**src/hdl/sac_pkg.sv**
```systemverilog
// package: register map, field layout and timing constants of the converter control block
`default_nettype none
package sac_pkg;
	// register byte addresses (word aligned)
	localparam logic [3:0] OFS_STATUS_CONTROL = 4'h0;
	localparam logic [3:0] OFS_RESULT         = 4'h4;
	localparam logic [3:0] OFS_CLOCK_CONFIG   = 4'h8;
	localparam logic [3:0] OFS_PORT_DATA      = 4'hC;
	// status/control layout
	localparam int         BIT_DONE  = 7;
	localparam int         BIT_IRQEN = 6;
	localparam int         BIT_CONT  = 5;
	localparam logic [4:0] RST_CHAN  = 5'h1F;
	// clock config layout: divider [7:5], source select [4]
	localparam int         DIV_LSB   = 5;
	localparam int         BIT_SRC   = 4;
	localparam logic [2:0] RST_DIV   = 3'h0;
	localparam logic       RST_SRC   = 1'b0;
	// channel codes
	localparam logic [4:0] CHAN_LAST = 5'h07;
	localparam logic [4:0] CHAN_REFH = 5'h1D;
	localparam logic [4:0] CHAN_REFL = 5'h1E;
	localparam logic [4:0] CHAN_OFF  = 5'h1F;
	// one conversion: 16 to 17 converter clock ticks
	localparam int         CONV_TICKS = 16;
	localparam logic [7:0] FULL_SCALE = 8'hFF;
	localparam logic [7:0] ZERO_SCALE = 8'h00;
	typedef enum logic [1:0] {
		SAC_IDLE,
		SAC_SYNC,
		SAC_RUN
	} sac_state_t;
endpackage : sac_pkg
`default_nettype wire

```
**src/hdl/sac_clk_div.sv**
```systemverilog
// converter clock tick generator: source select plus power-of-two divider
`default_nettype none
module sac_clk_div #(
	parameter int DIV_W = 4
) (
	// clock and reset
	input  wire logic       clock_in,
	input  wire logic       rst_b_in,
	// configuration
	input  wire logic [2:0] divide_in,
	input  wire logic       source_bus_in,
	input  wire logic       osc_tick_in,
	input  wire logic       restart_in,
	// tick
	output logic            tick_out
);
	logic [DIV_W-1:0] count_ff;
	logic [DIV_W-1:0] nxt_count;
	logic [DIV_W-1:0] ratio_m1;
	logic             src_tick;
	logic             nxt_tick;
	logic             tick_ff;

	always_comb begin
		src_tick = source_bus_in ? 1'b1 : osc_tick_in;
		case (divide_in)
			3'h0:    ratio_m1 = DIV_W'(0);
			3'h1:    ratio_m1 = DIV_W'(1);
			3'h2:    ratio_m1 = DIV_W'(3);
			3'h3:    ratio_m1 = DIV_W'(7);
			default: ratio_m1 = DIV_W'(15);
		endcase
		nxt_count = count_ff;
		nxt_tick  = 1'b0;
		if (restart_in) begin
			nxt_count = '0;
		end else if (src_tick) begin
			if (count_ff >= ratio_m1) begin
				nxt_count = '0;
				nxt_tick  = 1'b1;
			end else begin
				nxt_count = count_ff + DIV_W'(1);
			end
		end
	end

	always_ff @(posedge clock_in or negedge rst_b_in) begin
		if (!rst_b_in) begin
			count_ff <= '0;
			tick_ff  <= 1'b0;
		end else begin
			count_ff <= nxt_count;
			tick_ff  <= nxt_tick;
		end
	end

	assign tick_out = tick_ff;
endmodule : sac_clk_div
`default_nettype wire

```
**src/hdl/sac_conv_ctrl.sv**
```systemverilog
// converter control: registers, sequencing, pin override and completion logic
// Overview of operation
// - results are 8-bit values from one successive-approximation converter
// - channel select routes exactly one of eight channels to the converter
// - the selected channel's port pin is forced to analogue input
// - unselected port pins stay under normal port control
// - port data and direction writes do not affect the selected pin
// - port reads of the selected pin return zero
// - high reference gives full scale, low reference zero, linear between
// - any status/control write not selecting all ones starts a conversion of 16 to 17 ticks
// - continuous mode overwrites the result every conversion
// - continuous conversions repeat until the continuous bit clears
// - continuous mode with interrupts off sets done after first conversion, cleared by write/read
// - single mode does one conversion per write, then idles
// - interrupts off: done is read-only, set per single-mode conversion and first continuous one, cleared by write/read
// - interrupt enabled: request an interrupt at every conversion end while done is zero
// - interrupts on: done flag is software read/write; software keeps it zero
// - result read or status/control write withdraws the pending request
// - reset clears done flag, interrupt enable and continuous bit
// - converter runs in wait mode; enabled interrupt can wake the cpu
// - stop mode aborts conversion; conversions resume after stop ends
// - channel codes 0-7 pins, then high ref, low ref; all ones is off
// - divider field divides by 1, 2, 4, 8; top bit set divides by 16
// - source select one picks bus clock, zero oscillator; reset oscillator
`default_nettype none
module sac_conv_ctrl #(
	parameter int CHANNELS = 8
) (
	// clock and reset
	input  wire logic                clock_in,
	input  wire logic                rst_b_in,
	// avalon-mm slave
	input  wire logic [3:0]          avs_address_in,
	input  wire logic                avs_read_in,
	input  wire logic                avs_write_in,
	input  wire logic [31:0]         avs_writedata_in,
	output logic      [31:0]         avs_readdata_out,
	output logic                     avs_waitrequest_out,
	// converter core
	input  wire logic [7:0]          sar_result_in,
	input  wire logic                osc_tick_in,
	output logic      [4:0]          mux_select_out,
	output logic                     sar_start_out,
	output logic                     sar_power_out,
	// shared port pins
	input  wire logic [CHANNELS-1:0] pin_in,
	input  wire logic [CHANNELS-1:0] port_out_in,
	input  wire logic [CHANNELS-1:0] port_oe_in,
	output logic      [CHANNELS-1:0] pin_out,
	output logic      [CHANNELS-1:0] pin_oe_out,
	output logic      [CHANNELS-1:0] analog_enable_out,
	output logic      [CHANNELS-1:0] port_read_out,
	// low power and interrupt
	input  wire logic                stop_mode_in,
	output logic                     irq_out
);
	logic                  done_ff, irqen_ff, cont_ff;
	logic [4:0]            chan_ff;
	logic [7:0]            result_ff;
	logic [2:0]            div_ff;
	logic                  src_ff;
	logic                  nxt_done, nxt_irqen, nxt_cont, nxt_src;
	logic [4:0]            nxt_chan;
	logic [7:0]            nxt_result;
	logic [2:0]            nxt_div;
	sac_pkg::sac_state_t   state_ff, nxt_state;
	logic [4:0]            ticks_ff, nxt_ticks;
	logic                  first_ff, nxt_first;
	logic                  irq_ff, nxt_irq;
	logic [31:0]           rdata_ff, nxt_rdata;
	logic                  wait_ff, nxt_wait;
	logic                  start_ff, nxt_start;
	logic                  power_ff, nxt_power;
	logic [CHANNELS-1:0]   pin_s1_ff, pin_s2_ff;
	logic [CHANNELS-1:0]   pout_ff, poe_ff, aen_ff, prd_ff;
	logic [CHANNELS-1:0]   nxt_pout, nxt_poe, nxt_aen, nxt_prd;
	logic                  stop_s1_ff, stop_s2_ff;
	logic                  sc_wr, res_rd, acc, finish, tick, pin_sel;
	logic [CHANNELS-1:0]   sel_mask;

	// single-cycle accept: waitrequest high only on the access's first cycle
	assign acc    = (avs_read_in | avs_write_in) & wait_ff;
	assign sc_wr  = acc & avs_write_in & (avs_address_in == sac_pkg::OFS_STATUS_CONTROL);
	assign res_rd = acc & avs_read_in & (avs_address_in == sac_pkg::OFS_RESULT);
	assign pin_sel = (chan_ff <= sac_pkg::CHAN_LAST);

	sac_clk_div u_div (
		.clock_in      (clock_in),
		.rst_b_in      (rst_b_in),
		.divide_in     (div_ff),
		.source_bus_in (src_ff),
		.osc_tick_in   (osc_tick_in),
		.restart_in    (sc_wr),
		.tick_out      (tick)
	);

	// bus front end and register file
	always_comb begin
		nxt_wait  = 1'b1;
		nxt_rdata = rdata_ff;
		nxt_irqen = irqen_ff;
		nxt_cont  = cont_ff;
		nxt_chan  = chan_ff;
		nxt_div   = div_ff;
		nxt_src   = src_ff;
		if ((avs_read_in | avs_write_in) & wait_ff) begin
			nxt_wait = 1'b0;
		end
		if (acc & avs_read_in) begin
			case (avs_address_in)
				sac_pkg::OFS_STATUS_CONTROL:
					nxt_rdata = {24'h000000, done_ff, irqen_ff, cont_ff, chan_ff};
				sac_pkg::OFS_RESULT:
					nxt_rdata = {24'h000000, result_ff};
				sac_pkg::OFS_CLOCK_CONFIG:
					nxt_rdata = {24'h000000, div_ff, src_ff, 4'h0};
				sac_pkg::OFS_PORT_DATA:
					nxt_rdata = {{(32-CHANNELS){1'b0}}, prd_ff};
				default:
					nxt_rdata = 32'h00000000;
			endcase
		end
		if (sc_wr) begin
			nxt_irqen = avs_writedata_in[sac_pkg::BIT_IRQEN];
			nxt_cont  = avs_writedata_in[sac_pkg::BIT_CONT];
			nxt_chan  = avs_writedata_in[4:0];
		end
		if (acc & avs_write_in & (avs_address_in == sac_pkg::OFS_CLOCK_CONFIG)) begin
			nxt_div = avs_writedata_in[sac_pkg::DIV_LSB +: 3];
			nxt_src = avs_writedata_in[sac_pkg::BIT_SRC];
		end
		// registered so the core enable never glitches on a channel change
		nxt_power = (nxt_chan != sac_pkg::CHAN_OFF);
	end

	// conversion sequencer; stop aborts, restart is a fresh write
	always_comb begin
		nxt_state  = state_ff;
		nxt_ticks  = ticks_ff;
		nxt_first  = first_ff;
		nxt_result = result_ff;
		nxt_start  = 1'b0;
		finish     = 1'b0;
		if (stop_s2_ff) begin
			// aborted work restarts from scratch once stop ends
			nxt_state = (state_ff == sac_pkg::SAC_IDLE) ? sac_pkg::SAC_IDLE : sac_pkg::SAC_SYNC;
			nxt_ticks = 5'h00;
		end else if (sc_wr) begin
			nxt_state = sac_pkg::SAC_SYNC;
			nxt_ticks = 5'h00;
			nxt_first = 1'b1;
		end else begin
			case (state_ff)
				sac_pkg::SAC_IDLE: nxt_state = sac_pkg::SAC_IDLE;
				sac_pkg::SAC_SYNC: begin
					// wait for the first tick so the count is 16 or 17 ticks
					if (tick & chan_ff != sac_pkg::CHAN_OFF) begin
						nxt_state = sac_pkg::SAC_RUN;
						nxt_start = 1'b1;
						nxt_ticks = 5'h01;
					end
				end
				sac_pkg::SAC_RUN: begin
					if (tick) begin
						nxt_ticks = ticks_ff + 5'h01;
						if (ticks_ff == 5'(sac_pkg::CONV_TICKS)) begin
							finish = 1'b1;
							case (chan_ff)
								sac_pkg::CHAN_REFH: nxt_result = sac_pkg::FULL_SCALE;
								sac_pkg::CHAN_REFL: nxt_result = sac_pkg::ZERO_SCALE;
								default:            nxt_result = sar_result_in;
							endcase
							nxt_first = 1'b0;
							nxt_state = cont_ff ? sac_pkg::SAC_SYNC : sac_pkg::SAC_IDLE;
							nxt_ticks = 5'h00;
						end
					end
				end
				default: nxt_state = sac_pkg::SAC_IDLE;
			endcase
		end
	end

	// done flag and interrupt; a finish in the clearing cycle wins
	always_comb begin
		nxt_done = done_ff;
		nxt_irq  = irq_ff;
		if (sc_wr) begin
			nxt_done = irqen_ff ? avs_writedata_in[sac_pkg::BIT_DONE] : 1'b0;
		end
		if (res_rd & !irqen_ff) begin
			nxt_done = 1'b0;
		end
		if (sc_wr | res_rd) begin
			nxt_irq = 1'b0;
		end
		if (finish & !irqen_ff & (first_ff | !cont_ff)) begin
			nxt_done = 1'b1;
		end
		if (finish & irqen_ff & !done_ff) begin
			nxt_irq = 1'b1;
		end
		if (!nxt_irqen) begin
			nxt_irq = 1'b0;
		end
	end

	// pin override
	always_comb begin
		sel_mask = '0;
		if (pin_sel) begin
			sel_mask[chan_ff[2:0]] = 1'b1;
		end
		nxt_aen  = sel_mask;
		nxt_pout = port_out_in & ~sel_mask;
		nxt_poe  = port_oe_in & ~sel_mask;
		nxt_prd  = pin_s2_ff & ~sel_mask;
	end

	always_ff @(posedge clock_in or negedge rst_b_in) begin
		if (!rst_b_in) begin
			done_ff    <= 1'b0;
			irqen_ff   <= 1'b0;
			cont_ff    <= 1'b0;
			chan_ff    <= sac_pkg::RST_CHAN;
			div_ff     <= sac_pkg::RST_DIV;
			src_ff     <= sac_pkg::RST_SRC;
			result_ff  <= 8'h00;
			state_ff   <= sac_pkg::SAC_IDLE;
			ticks_ff   <= 5'h00;
			first_ff   <= 1'b0;
			irq_ff     <= 1'b0;
			rdata_ff   <= 32'h00000000;
			wait_ff    <= 1'b1;
			start_ff   <= 1'b0;
			power_ff   <= 1'b0;
			pin_s1_ff  <= '0;
			pin_s2_ff  <= '0;
			stop_s1_ff <= 1'b0;
			stop_s2_ff <= 1'b0;
			pout_ff    <= '0;
			poe_ff     <= '0;
			aen_ff     <= '0;
			prd_ff     <= '0;
		end else begin
			done_ff    <= nxt_done;
			irqen_ff   <= nxt_irqen;
			cont_ff    <= nxt_cont;
			chan_ff    <= nxt_chan;
			div_ff     <= nxt_div;
			src_ff     <= nxt_src;
			result_ff  <= nxt_result;
			state_ff   <= nxt_state;
			ticks_ff   <= nxt_ticks;
			first_ff   <= nxt_first;
			irq_ff     <= nxt_irq;
			rdata_ff   <= nxt_rdata;
			wait_ff    <= nxt_wait;
			start_ff   <= nxt_start;
			power_ff   <= nxt_power;
			pin_s1_ff  <= pin_in;
			pin_s2_ff  <= pin_s1_ff;
			stop_s1_ff <= stop_mode_in;
			stop_s2_ff <= stop_s1_ff;
			pout_ff    <= nxt_pout;
			poe_ff     <= nxt_poe;
			aen_ff     <= nxt_aen;
			prd_ff     <= nxt_prd;
		end
	end

	assign avs_readdata_out    = rdata_ff;
	assign avs_waitrequest_out = wait_ff;
	assign mux_select_out      = chan_ff;
	assign sar_start_out       = start_ff;
	assign sar_power_out       = power_ff;
	assign pin_out             = pout_ff;
	assign pin_oe_out          = poe_ff;
	assign analog_enable_out   = aen_ff;
	assign port_read_out       = prd_ff;
	assign irq_out             = irq_ff;

	// checks
	int unsigned run_len;
	always_ff @(posedge clock_in or negedge rst_b_in) begin
		if (!rst_b_in) begin
			run_len <= 0;
		end else if (sc_wr | finish | stop_s2_ff | state_ff == sac_pkg::SAC_IDLE) begin
			run_len <= 0;
		end else begin
			run_len <= run_len + 1;
		end
	end

	irq_needs_en_a: assert property (@(posedge clock_in) disable iff (!rst_b_in)
		irq_ff |-> irqen_ff) else $error("irq high with interrupts off");
	irq_clear_a: assert property (@(posedge clock_in) disable iff (!rst_b_in)
		(sc_wr | res_rd) & !finish |=> !irq_ff) else $error("irq not withdrawn");
	irq_set_a: assert property (@(posedge clock_in) disable iff (!rst_b_in)
		finish & irqen_ff & nxt_irqen & !done_ff |=> irq_ff) else $error("irq missing");
	done_set_a: assert property (@(posedge clock_in) disable iff (!rst_b_in)
		finish & !irqen_ff & !cont_ff |=> done_ff) else $error("done not set");
	done_wr_clr_a: assert property (@(posedge clock_in) disable iff (!rst_b_in)
		sc_wr & !irqen_ff |=> !done_ff) else $error("done not cleared by write");
	cont_done_hold_a: assert property (@(posedge clock_in) disable iff (!rst_b_in)
		finish & cont_ff & !first_ff & !irqen_ff & !res_rd |=> done_ff == $past(done_ff))
		else $error("done set again in continuous mode");
	done_clr_a: assert property (@(posedge clock_in) disable iff (!rst_b_in)
		res_rd & !irqen_ff & !finish |=> !done_ff) else $error("done not cleared");
	result_upd_a: assert property (@(posedge clock_in) disable iff (!rst_b_in)
		finish & chan_ff == sac_pkg::CHAN_REFH |=> result_ff == 8'hFF)
		else $error("reference high not full scale");
	single_idle_a: assert property (@(posedge clock_in) disable iff (!rst_b_in)
		finish & !cont_ff & !sc_wr & !stop_s2_ff |=> state_ff == sac_pkg::SAC_IDLE)
		else $error("single mode kept running");
	cont_again_a: assert property (@(posedge clock_in) disable iff (!rst_b_in)
		finish & cont_ff & !sc_wr & !stop_s2_ff |=> state_ff == sac_pkg::SAC_SYNC)
		else $error("continuous mode stopped");
	stop_abort_a: assert property (@(posedge clock_in) disable iff (!rst_b_in)
		stop_s2_ff |=> state_ff != sac_pkg::SAC_RUN) else $error("stop did not abort");
	power_start_a: assert property (@(posedge clock_in) disable iff (!rst_b_in)
		start_ff |-> power_ff) else $error("start with converter off");
	aen_onehot_a: assert property (@(posedge clock_in) disable iff (!rst_b_in)
		$onehot0(aen_ff)) else $error("more than one pin forced analogue");
	pin_read_a: assert property (@(posedge clock_in) disable iff (!rst_b_in)
		pin_sel & !sc_wr |=> (prd_ff & aen_ff) == '0) else $error("selected pin reads one");
	run_len_a: assert property (@(posedge clock_in) disable iff (!rst_b_in)
		finish & src_ff & div_ff == 3'h0 |-> run_len >= 16 && run_len <= 18)
		else $error("conversion length out of range");
	single_cov: cover property (@(posedge clock_in) finish & !cont_ff);
	cont_cov: cover property (@(posedge clock_in) finish & cont_ff & !first_ff);
	irq_cov: cover property (@(posedge clock_in) irq_ff ##1 !irq_ff);
	restart_cov: cover property (@(posedge clock_in) state_ff == sac_pkg::SAC_RUN & sc_wr);
	stop_cov: cover property (@(posedge clock_in) stop_s2_ff & state_ff == sac_pkg::SAC_SYNC);
endmodule : sac_conv_ctrl
`default_nettype wire

```
**config.mk**
```make
export PLATFORM = sky130hd
export DESIGN_NAME = sac_conv_ctrl
export DESIGN_NICKNAME = d
export VERILOG_FILES = /design/src/hdl/sac_pkg.sv /design/src/hdl/sac_clk_div.sv /design/src/hdl/sac_conv_ctrl.sv
export SDC_FILE = /design/constraint.sdc
export NUM_CORES = 1
export LEC_CHECK = 0
export ABC_AREA = 1
export BUFFER_PORTS_ARGS = -buffer_cell sky130_fd_sc_hd__buf_2
export CORE_ASPECT_RATIO = 0.7
export CORE_MARGIN = 1.5
export CORE_UTILIZATION = 42
export CTS_CLUSTER_SIZE = 14
export DETAILED_ROUTE_END_ITERATION = 6
export PLACE_DENSITY = 0.75
export REMOVE_ABC_BUFFERS = 1
export SKIP_LAST_GASP = 1
export SLEW_MARGIN = 5
export SYNTH_ARGS = -nofsm -noshare
export SYNTH_HDL_FRONTEND = slang
export SYNTH_SLANG_ARGS = --single-unit
export TNS_END_PERCENT = 20
```
**constraint.sdc**
```tcl
create_clock -name clock_in -period 2.18 [get_ports clock_in]
set_clock_uncertainty 0.05 [all_clocks]
set_input_delay 0 -clock clock_in [delete_from_list [all_inputs] [get_ports clock_in]]
set_output_delay 0 -clock clock_in [all_outputs]
set_load 0.02 [all_outputs]
```
### Yosys cells after proc, flatten, opt, wreduce, memory -nomap -nowiden

Cells that the tools add are included.

* register bits after elaboration: 119
* input bits: 74
* output and inout bits: 73
* logic and storage cells: 136

* $add $sub $neg: 2
* $lt $le $gt $ge: 4
* eq/ne operators: 17
* mux-type cells: 50
* bitwise logic cells: 21
* reductions and logical operators: 17

Operators with widths (number)
* 8-bit case mux with 4 select lines: 1
* 5-bit 2-to-1 mux: 6
* 1-bit 2-to-1 mux: 29
* 8-bit bitwise AND: 3
* 4-bit case mux with 4 select lines: 1
* 8-bit case mux with 2 select lines: 1
* 5-bit == test (second input constant): 3
* 1-bit bitwise AND: 12
* 4-bit 2-to-1 mux: 3
* 2-bit 2-to-1 mux: 5
* 5-bit inequality test (second input constant): 2
* 5-bit case mux with 2 select lines: 1
* 4-bit == test (second input constant): 2
* 8-bit 2-to-1 mux: 1
* 4-bit inequality test (second input constant): 2
* 8-bit NOT: 1
* 2-bit nonzero test: 4
* 3-bit by 2-bit == test with 1-bit output (second input constant): 2
* 3-bit AND reduction: 2
* 5-bit by 1-bit adder with 5-bit output (second input constant): 1
* 5-bit by 3-bit <= comparator with 1-bit output (second input constant): 1
* 5-bit AND reduction: 1
* 4-bit by 1-bit adder with 4-bit output (second input constant): 1
* 4-bit by 3-bit == test with 1-bit output (second input constant): 1
* 20 further kinds: 25

### Depth between registers and ports, before layout

* word-level depth: 10
* mapped depth: 10
* depth with buffers taken out: 10

### By module

From an unflattened synthesis, not the netlist that was laid out.

* cells, all modules: 478
* area total of the unflattened synthesis: 4342.9 um^2

Modules (own cells, without submodules)
* sac_conv_ctrl: times used 1, cells each 422, area each 3921.3 um^2, sequential area each 2259.7 um^2
* sac_clk_div: times used 1, cells each 56, area each 421.7 um^2, sequential area each 125.1 um^2

### Worst setup path before layout

Ideal clock, no wire load.

* path type: reg2reg
* from: register state_ff[0]
* to: register irq_ff, in the netlist irq_out
* library setup time: 0.074 ns
* arrival: 1.358 ns
* required time: 2.056 ns
* slack: 0.698 ns
* stages on the path, launching flop included: 10
* path buffers: 1
* period minus slack after synthesis: 1.482 ns
* cells stage by stage: dfrtp_1 > inv_1 > ha_1 > inv_1 > nor2_2 > nand2_8 > nor2_8 > buf_6 > nand2_1 > o21ai_2

* longest elaborated chain between the ends: 8
* elaborated cells between the ends (all ways): 9
* classes of those cells: 2 x eq/ne; 5 x mux; 2 x bitwise

Ends and longest elaborated chain
* start, declared: RTL line sac_conv_ctrl.sv:66 `sac_pkg::sac_state_t state_ff, nxt_state;`
* start signal, assigned: RTL line sac_conv_ctrl.sv:229 `state_ff <= sac_pkg::SAC_IDLE;`
* start signal, assigned: RTL line sac_conv_ctrl.sv:253 `state_ff <= nxt_state;`
* 2-bit == test (*): RTL line sac_conv_ctrl.sv:153 `case (state_ff)`
* 1-bit 2-to-1 mux (*): RTL line sac_conv_ctrl.sv:153
* 1-bit 2-to-1 mux (*): RTL line sac_conv_ctrl.sv:148 `end else if (sc_wr) begin`
* 1-bit 2-to-1 mux (*): RTL line sac_conv_ctrl.sv:144 `if (stop_s2_ff) begin`
* 1-bit bitwise AND (*) (2 in series): RTL line sac_conv_ctrl.sv:200 `if (finish & irqen_ff & !done_ff) begin`
* 1-bit 2-to-1 mux: RTL line sac_conv_ctrl.sv:200
* 1-bit 2-to-1 mux: RTL line sac_conv_ctrl.sv:203 `if (!nxt_irqen) begin`
* end signal, assigned: RTL line sac_conv_ctrl.sv:256 `irq_ff <= nxt_irq;`
* end, declared: RTL line sac_conv_ctrl.sv:69 `logic irq_ff, nxt_irq;`

Every way passes the cells marked *; elsewhere a longest branch is shown, timed or not.
A chain may end at the register's enable or synchronous reset.

### Worst setup path after layout

* from: register wait_ff, in the netlist avs_waitrequest_out
* to: register ticks_ff[2]

* longest elaborated chain between the ends: 5
* elaborated cells between the ends (all ways): 9
* classes of those cells: 2 x eq/ne; 2 x mux; 3 x bitwise; 2 x reduce/logical

Ends and longest elaborated chain
* start, declared: RTL line sac_conv_ctrl.sv:71 `logic wait_ff, nxt_wait;`
* start signal, assigned: RTL line sac_conv_ctrl.sv:258 `wait_ff <= nxt_wait;`
* 1-bit bitwise AND (*): RTL line sac_conv_ctrl.sv:82 `assign acc = (avs_read_in | avs_write_in) & wait_ff;`
* 1-bit bitwise AND (*) (2 in series): RTL line sac_conv_ctrl.sv:83 `assign sc_wr = acc & avs_write_in & (avs_address_in == sac_pkg::OFS_STATUS_CONTROL);`
* 4-bit by 3-bit inequality test with 1-bit output (no source line) (tied with other cells)
* 3-bit AND reduction (no source line) or 5-bit 2-to-1 mux (tied branches)
* end signal, assigned: RTL line sac_conv_ctrl.sv:254 `ticks_ff <= nxt_ticks;`
* end, declared: RTL line sac_conv_ctrl.sv:67 `logic [4:0] ticks_ff, nxt_ticks;`

Marked as above.

==> impl_metrics.env <==
export IMPL_gp_congestion=0.845
export IMPL_required_ps=2370
export IMPL_hold_path_cell_count=5
export IMPL_synth_top_area_cell="dfrtp_1"
export IMPL_power_leakage_nw=2.98
export IMPL_hold_class="input pin to flip-flop"
export IMPL_crit_fanout=12
export IMPL_syn_area_per_cell_um2=8.93
export IMPL_critPathKind="flip-flop to flip-flop"
export IMPL_syn_area_um2=4300
export IMPL_slew_headroom=0.639
export IMPL_hold_ws_ps=13.7
export IMPL_synth_commonest_cells="nand2_1 (119), dfrtp_1 (89), inv_1 (72), nor2_1 (50), o21ai_0 (27)"
export IMPL_root_buffer="clkbuf_16"
export IMPL_seq_area_frac_synth=0.555
export IMPL_yosys_area_share_simple=0.226
export IMPL_insertedDiodeCount=0
export IMPL_ant_nets=0
export IMPL_routed_wl_mm=9.71
export IMPL_vias_per_cell=4.62
export IMPL_die_width_um=124
export IMPL_cts_buffers=9
export IMPL_final_nets=713
export IMPL_grt_first_pass_wirelength_mm=15.6
export IMPL_cts_tree="done"
export IMPL_drt_wirelength_per_cell_um=12.8
export IMPL_finalSetupViolCount=0
export IMPL_drtIter0Drc=206
export IMPL_critPathLaunchType="flip-flop"
export IMPL_dominantRegCellSynth="dfrtp_1"
export IMPL_critical_path_arrival_ps=1860
export IMPL_drive_above_1_share=0.232
export IMPL_period_share=0.766
export IMPL_tightest_slew_ps=541
export IMPL_hold_viol=0
export IMPL_postCtsSetupBuffers=0
export IMPL_synthDistinctLibCells=35
export IMPL_yosysMostFrequentCell="nand2_1"
export IMPL_r2r_start="avs_waitrequest_out"
export IMPL_synth_edf_count=0
export IMPL_numClockSinks=95
export IMPL_synth_area_leaders="dfrtp_1 (52%), nand2_1 (10%), inv_1 (6.3%)"
export IMPL_rsz0062_at_grt="no"
export IMPL_cts_buffer_depth=2
export IMPL_synth_compound_area_frac=0.0618
export IMPL_cp_end_kind="flip-flop"
export IMPL_synthAdderAreaFrac=0.0291
export IMPL_max_cap_violations=0
export IMPL_ys_ff_latch=95
export IMPL_max_freq_mhz=599
export IMPL_h_tree_depth=3
export IMPL_min_to="result_ff[4]"
export IMPL_min_from="sar_result_in[4]"
export IMPL_slew_violations=0
export IMPL_async_flop_share=1.00
export IMPL_reg2regPathDepth=7
export IMPL_worstSkewPairLatency_ps=350
export IMPL_synth_top_family_by_area="simple AND/OR/NAND/NOR gates"
export IMPL_first_pass_iters=4
export IMPL_muxShareOfSynthArea=0
export IMPL_finalSetupTns_ps=0
export IMPL_grt_overflow_total=0
export IMPL_grt_max_degree=56
export IMPL_die_h_um=87.6
export IMPL_grt_pass1_vias=3325
export IMPL_drcViolationCount=0
export IMPL_place_hpwl_mm=7.15
export IMPL_syn_inst=481
export IMPL_synth_top_area_share=0.518
export IMPL_portBuffers=98
export IMPL_row_count=30
export IMPL_core_region_area_um2=9830
export IMPL_peakVddDrop_mv=0.460
export IMPL_grtUsageTotal=0.192
export IMPL_antenna_found_initial=0
export IMPL_routed_via_count=3515
export IMPL_status="finished, final reports clean"
export IMPL_r2r_slack_ps=510
export IMPL_finalCriticalPeriod_ps=1670
export IMPL_pwr_density_cell_nw_per_um2=803
export IMPL_synthToLayoutAreaGrowth_pct=29.4
export IMPL_synth_xor_area_frac=0.00816
export IMPL_clk_pin_slew_ps=70
export IMPL_reg2reg_to="ticks_ff[2]"
export IMPL_synth_warnings=0
export IMPL_io_pins=147
export IMPL_die_area_um2=10900
export IMPL_start_util=0.437
final cells by class:
type,count,area [µm²]
Clock buffer,9,225
Clock inverter,6,70.1
Fill cell,868,4270
Inverter,77,293
Multi-Input combinational cell,304,1490
Sequential cell,95,2380
Tap cell,128,160
Timing Repair Buffer,142,941
cells by family after synthesis:
logic type | count (synthesis)
compound gates | 51
xor+xnor | 4
fa+ha+maj | 10
buf+inv | 105
flops | 95
other cells | 1
simple gates | 215
registers in the layout, indices dropped and copies added, names as in the netlist, 2 cells and up:
name,count
analog_enable_out,8
u_div.count_ff,4
port_read_out,8
pin_oe_out,8
pin_s2_ff,8
state_ff,2
pin_s1_ff,8
div_ff,3
avs_readdata_out,8
mux_select_out,5
pin_out,8
ticks_ff,5
result_ff,8
stage by stage:
stage | instances | power [mW] | setup slack (ps) | area, µm² | util
finish | 761 | 4.46 | 511 | 5560 | 0.565
global route | 761 | 4.69 | 308 | 5560 | 0.565
CTS | 761 | 4.49 | 499 | 5560 | 0.565
detailed placement | 704 | 2.86 | 501 | 4840 | 0.493
global placement | 704 | 2.82 | 561 | 4840 | 0.493
floorplan | 476 | 2.57 | 691 | 4160 | -
routing by layer:
metal  routed length [µm]  track usage  share of wire
met4                  115       0.0522          0.012
met5                    0            0              0
met3                  799       0.0651          0.082
met1                 4620        0.265           0.48
met2                 4170        0.290           0.43
where the power goes:
part | internal [mW] | switching [mW] | leakage (nW)
registers | 1.94 | 0.159 | 1.16
logic | 0.307 | 0.493 | 1.68
clock network | 0.890 | 0.679 | 0.135
total | 3.13 | 1.33 | 2.98
worst max path at each step:
stage	startpoint	endpoint
after floorplan	avs_waitrequest_out	ticks_ff[2]
after global routing	state_ff[0]	ticks_ff[0]
final	avs_waitrequest_out	ticks_ff[2]
after detailed placement	avs_waitrequest_out	ticks_ff[2]
after global placement	avs_waitrequest_out	ticks_ff[0]
after CTS	avs_waitrequest_out	ticks_ff[0]
worst max-delay path, cell delays in order (launching register included):
cell     delay, ps
dfstp_2        560
nand3_2        160
nor2_4         320
nor2_2         110
nand2_1        130
nand2_2        110
nand2_1         70
nand2_1         50
timing repair:
action                                 CTS  global route
endpoints found under the hold margin   88             0
resized for setup                        0             0
hold buffers                            42             0
cell usage in the layout, fill, tap and decap left out, types with 2 or more instances in the layout:
cell type      instances
nand3_1               17
nand2_1              119
nand4_1                7
dlygate4sd3_1         42
xor2_1                 3
nor2_1                50
dfrtp_1               89
clkbuf_16              9
o21ai_1               12
conb_1                24
o21ai_0               27
nand2_8                2
clkinvlp_4             3
nor3_1                 2
ha_1                  10
inv_2                  3
buf_2                 97
inv_1                 72
nor2_2                 5
nor3_2                 2
inv_6                  2
buf_4                  2
a21oi_1                9
dfstp_2                6
nand2_2                4
(Power assumes the default switching activity.)
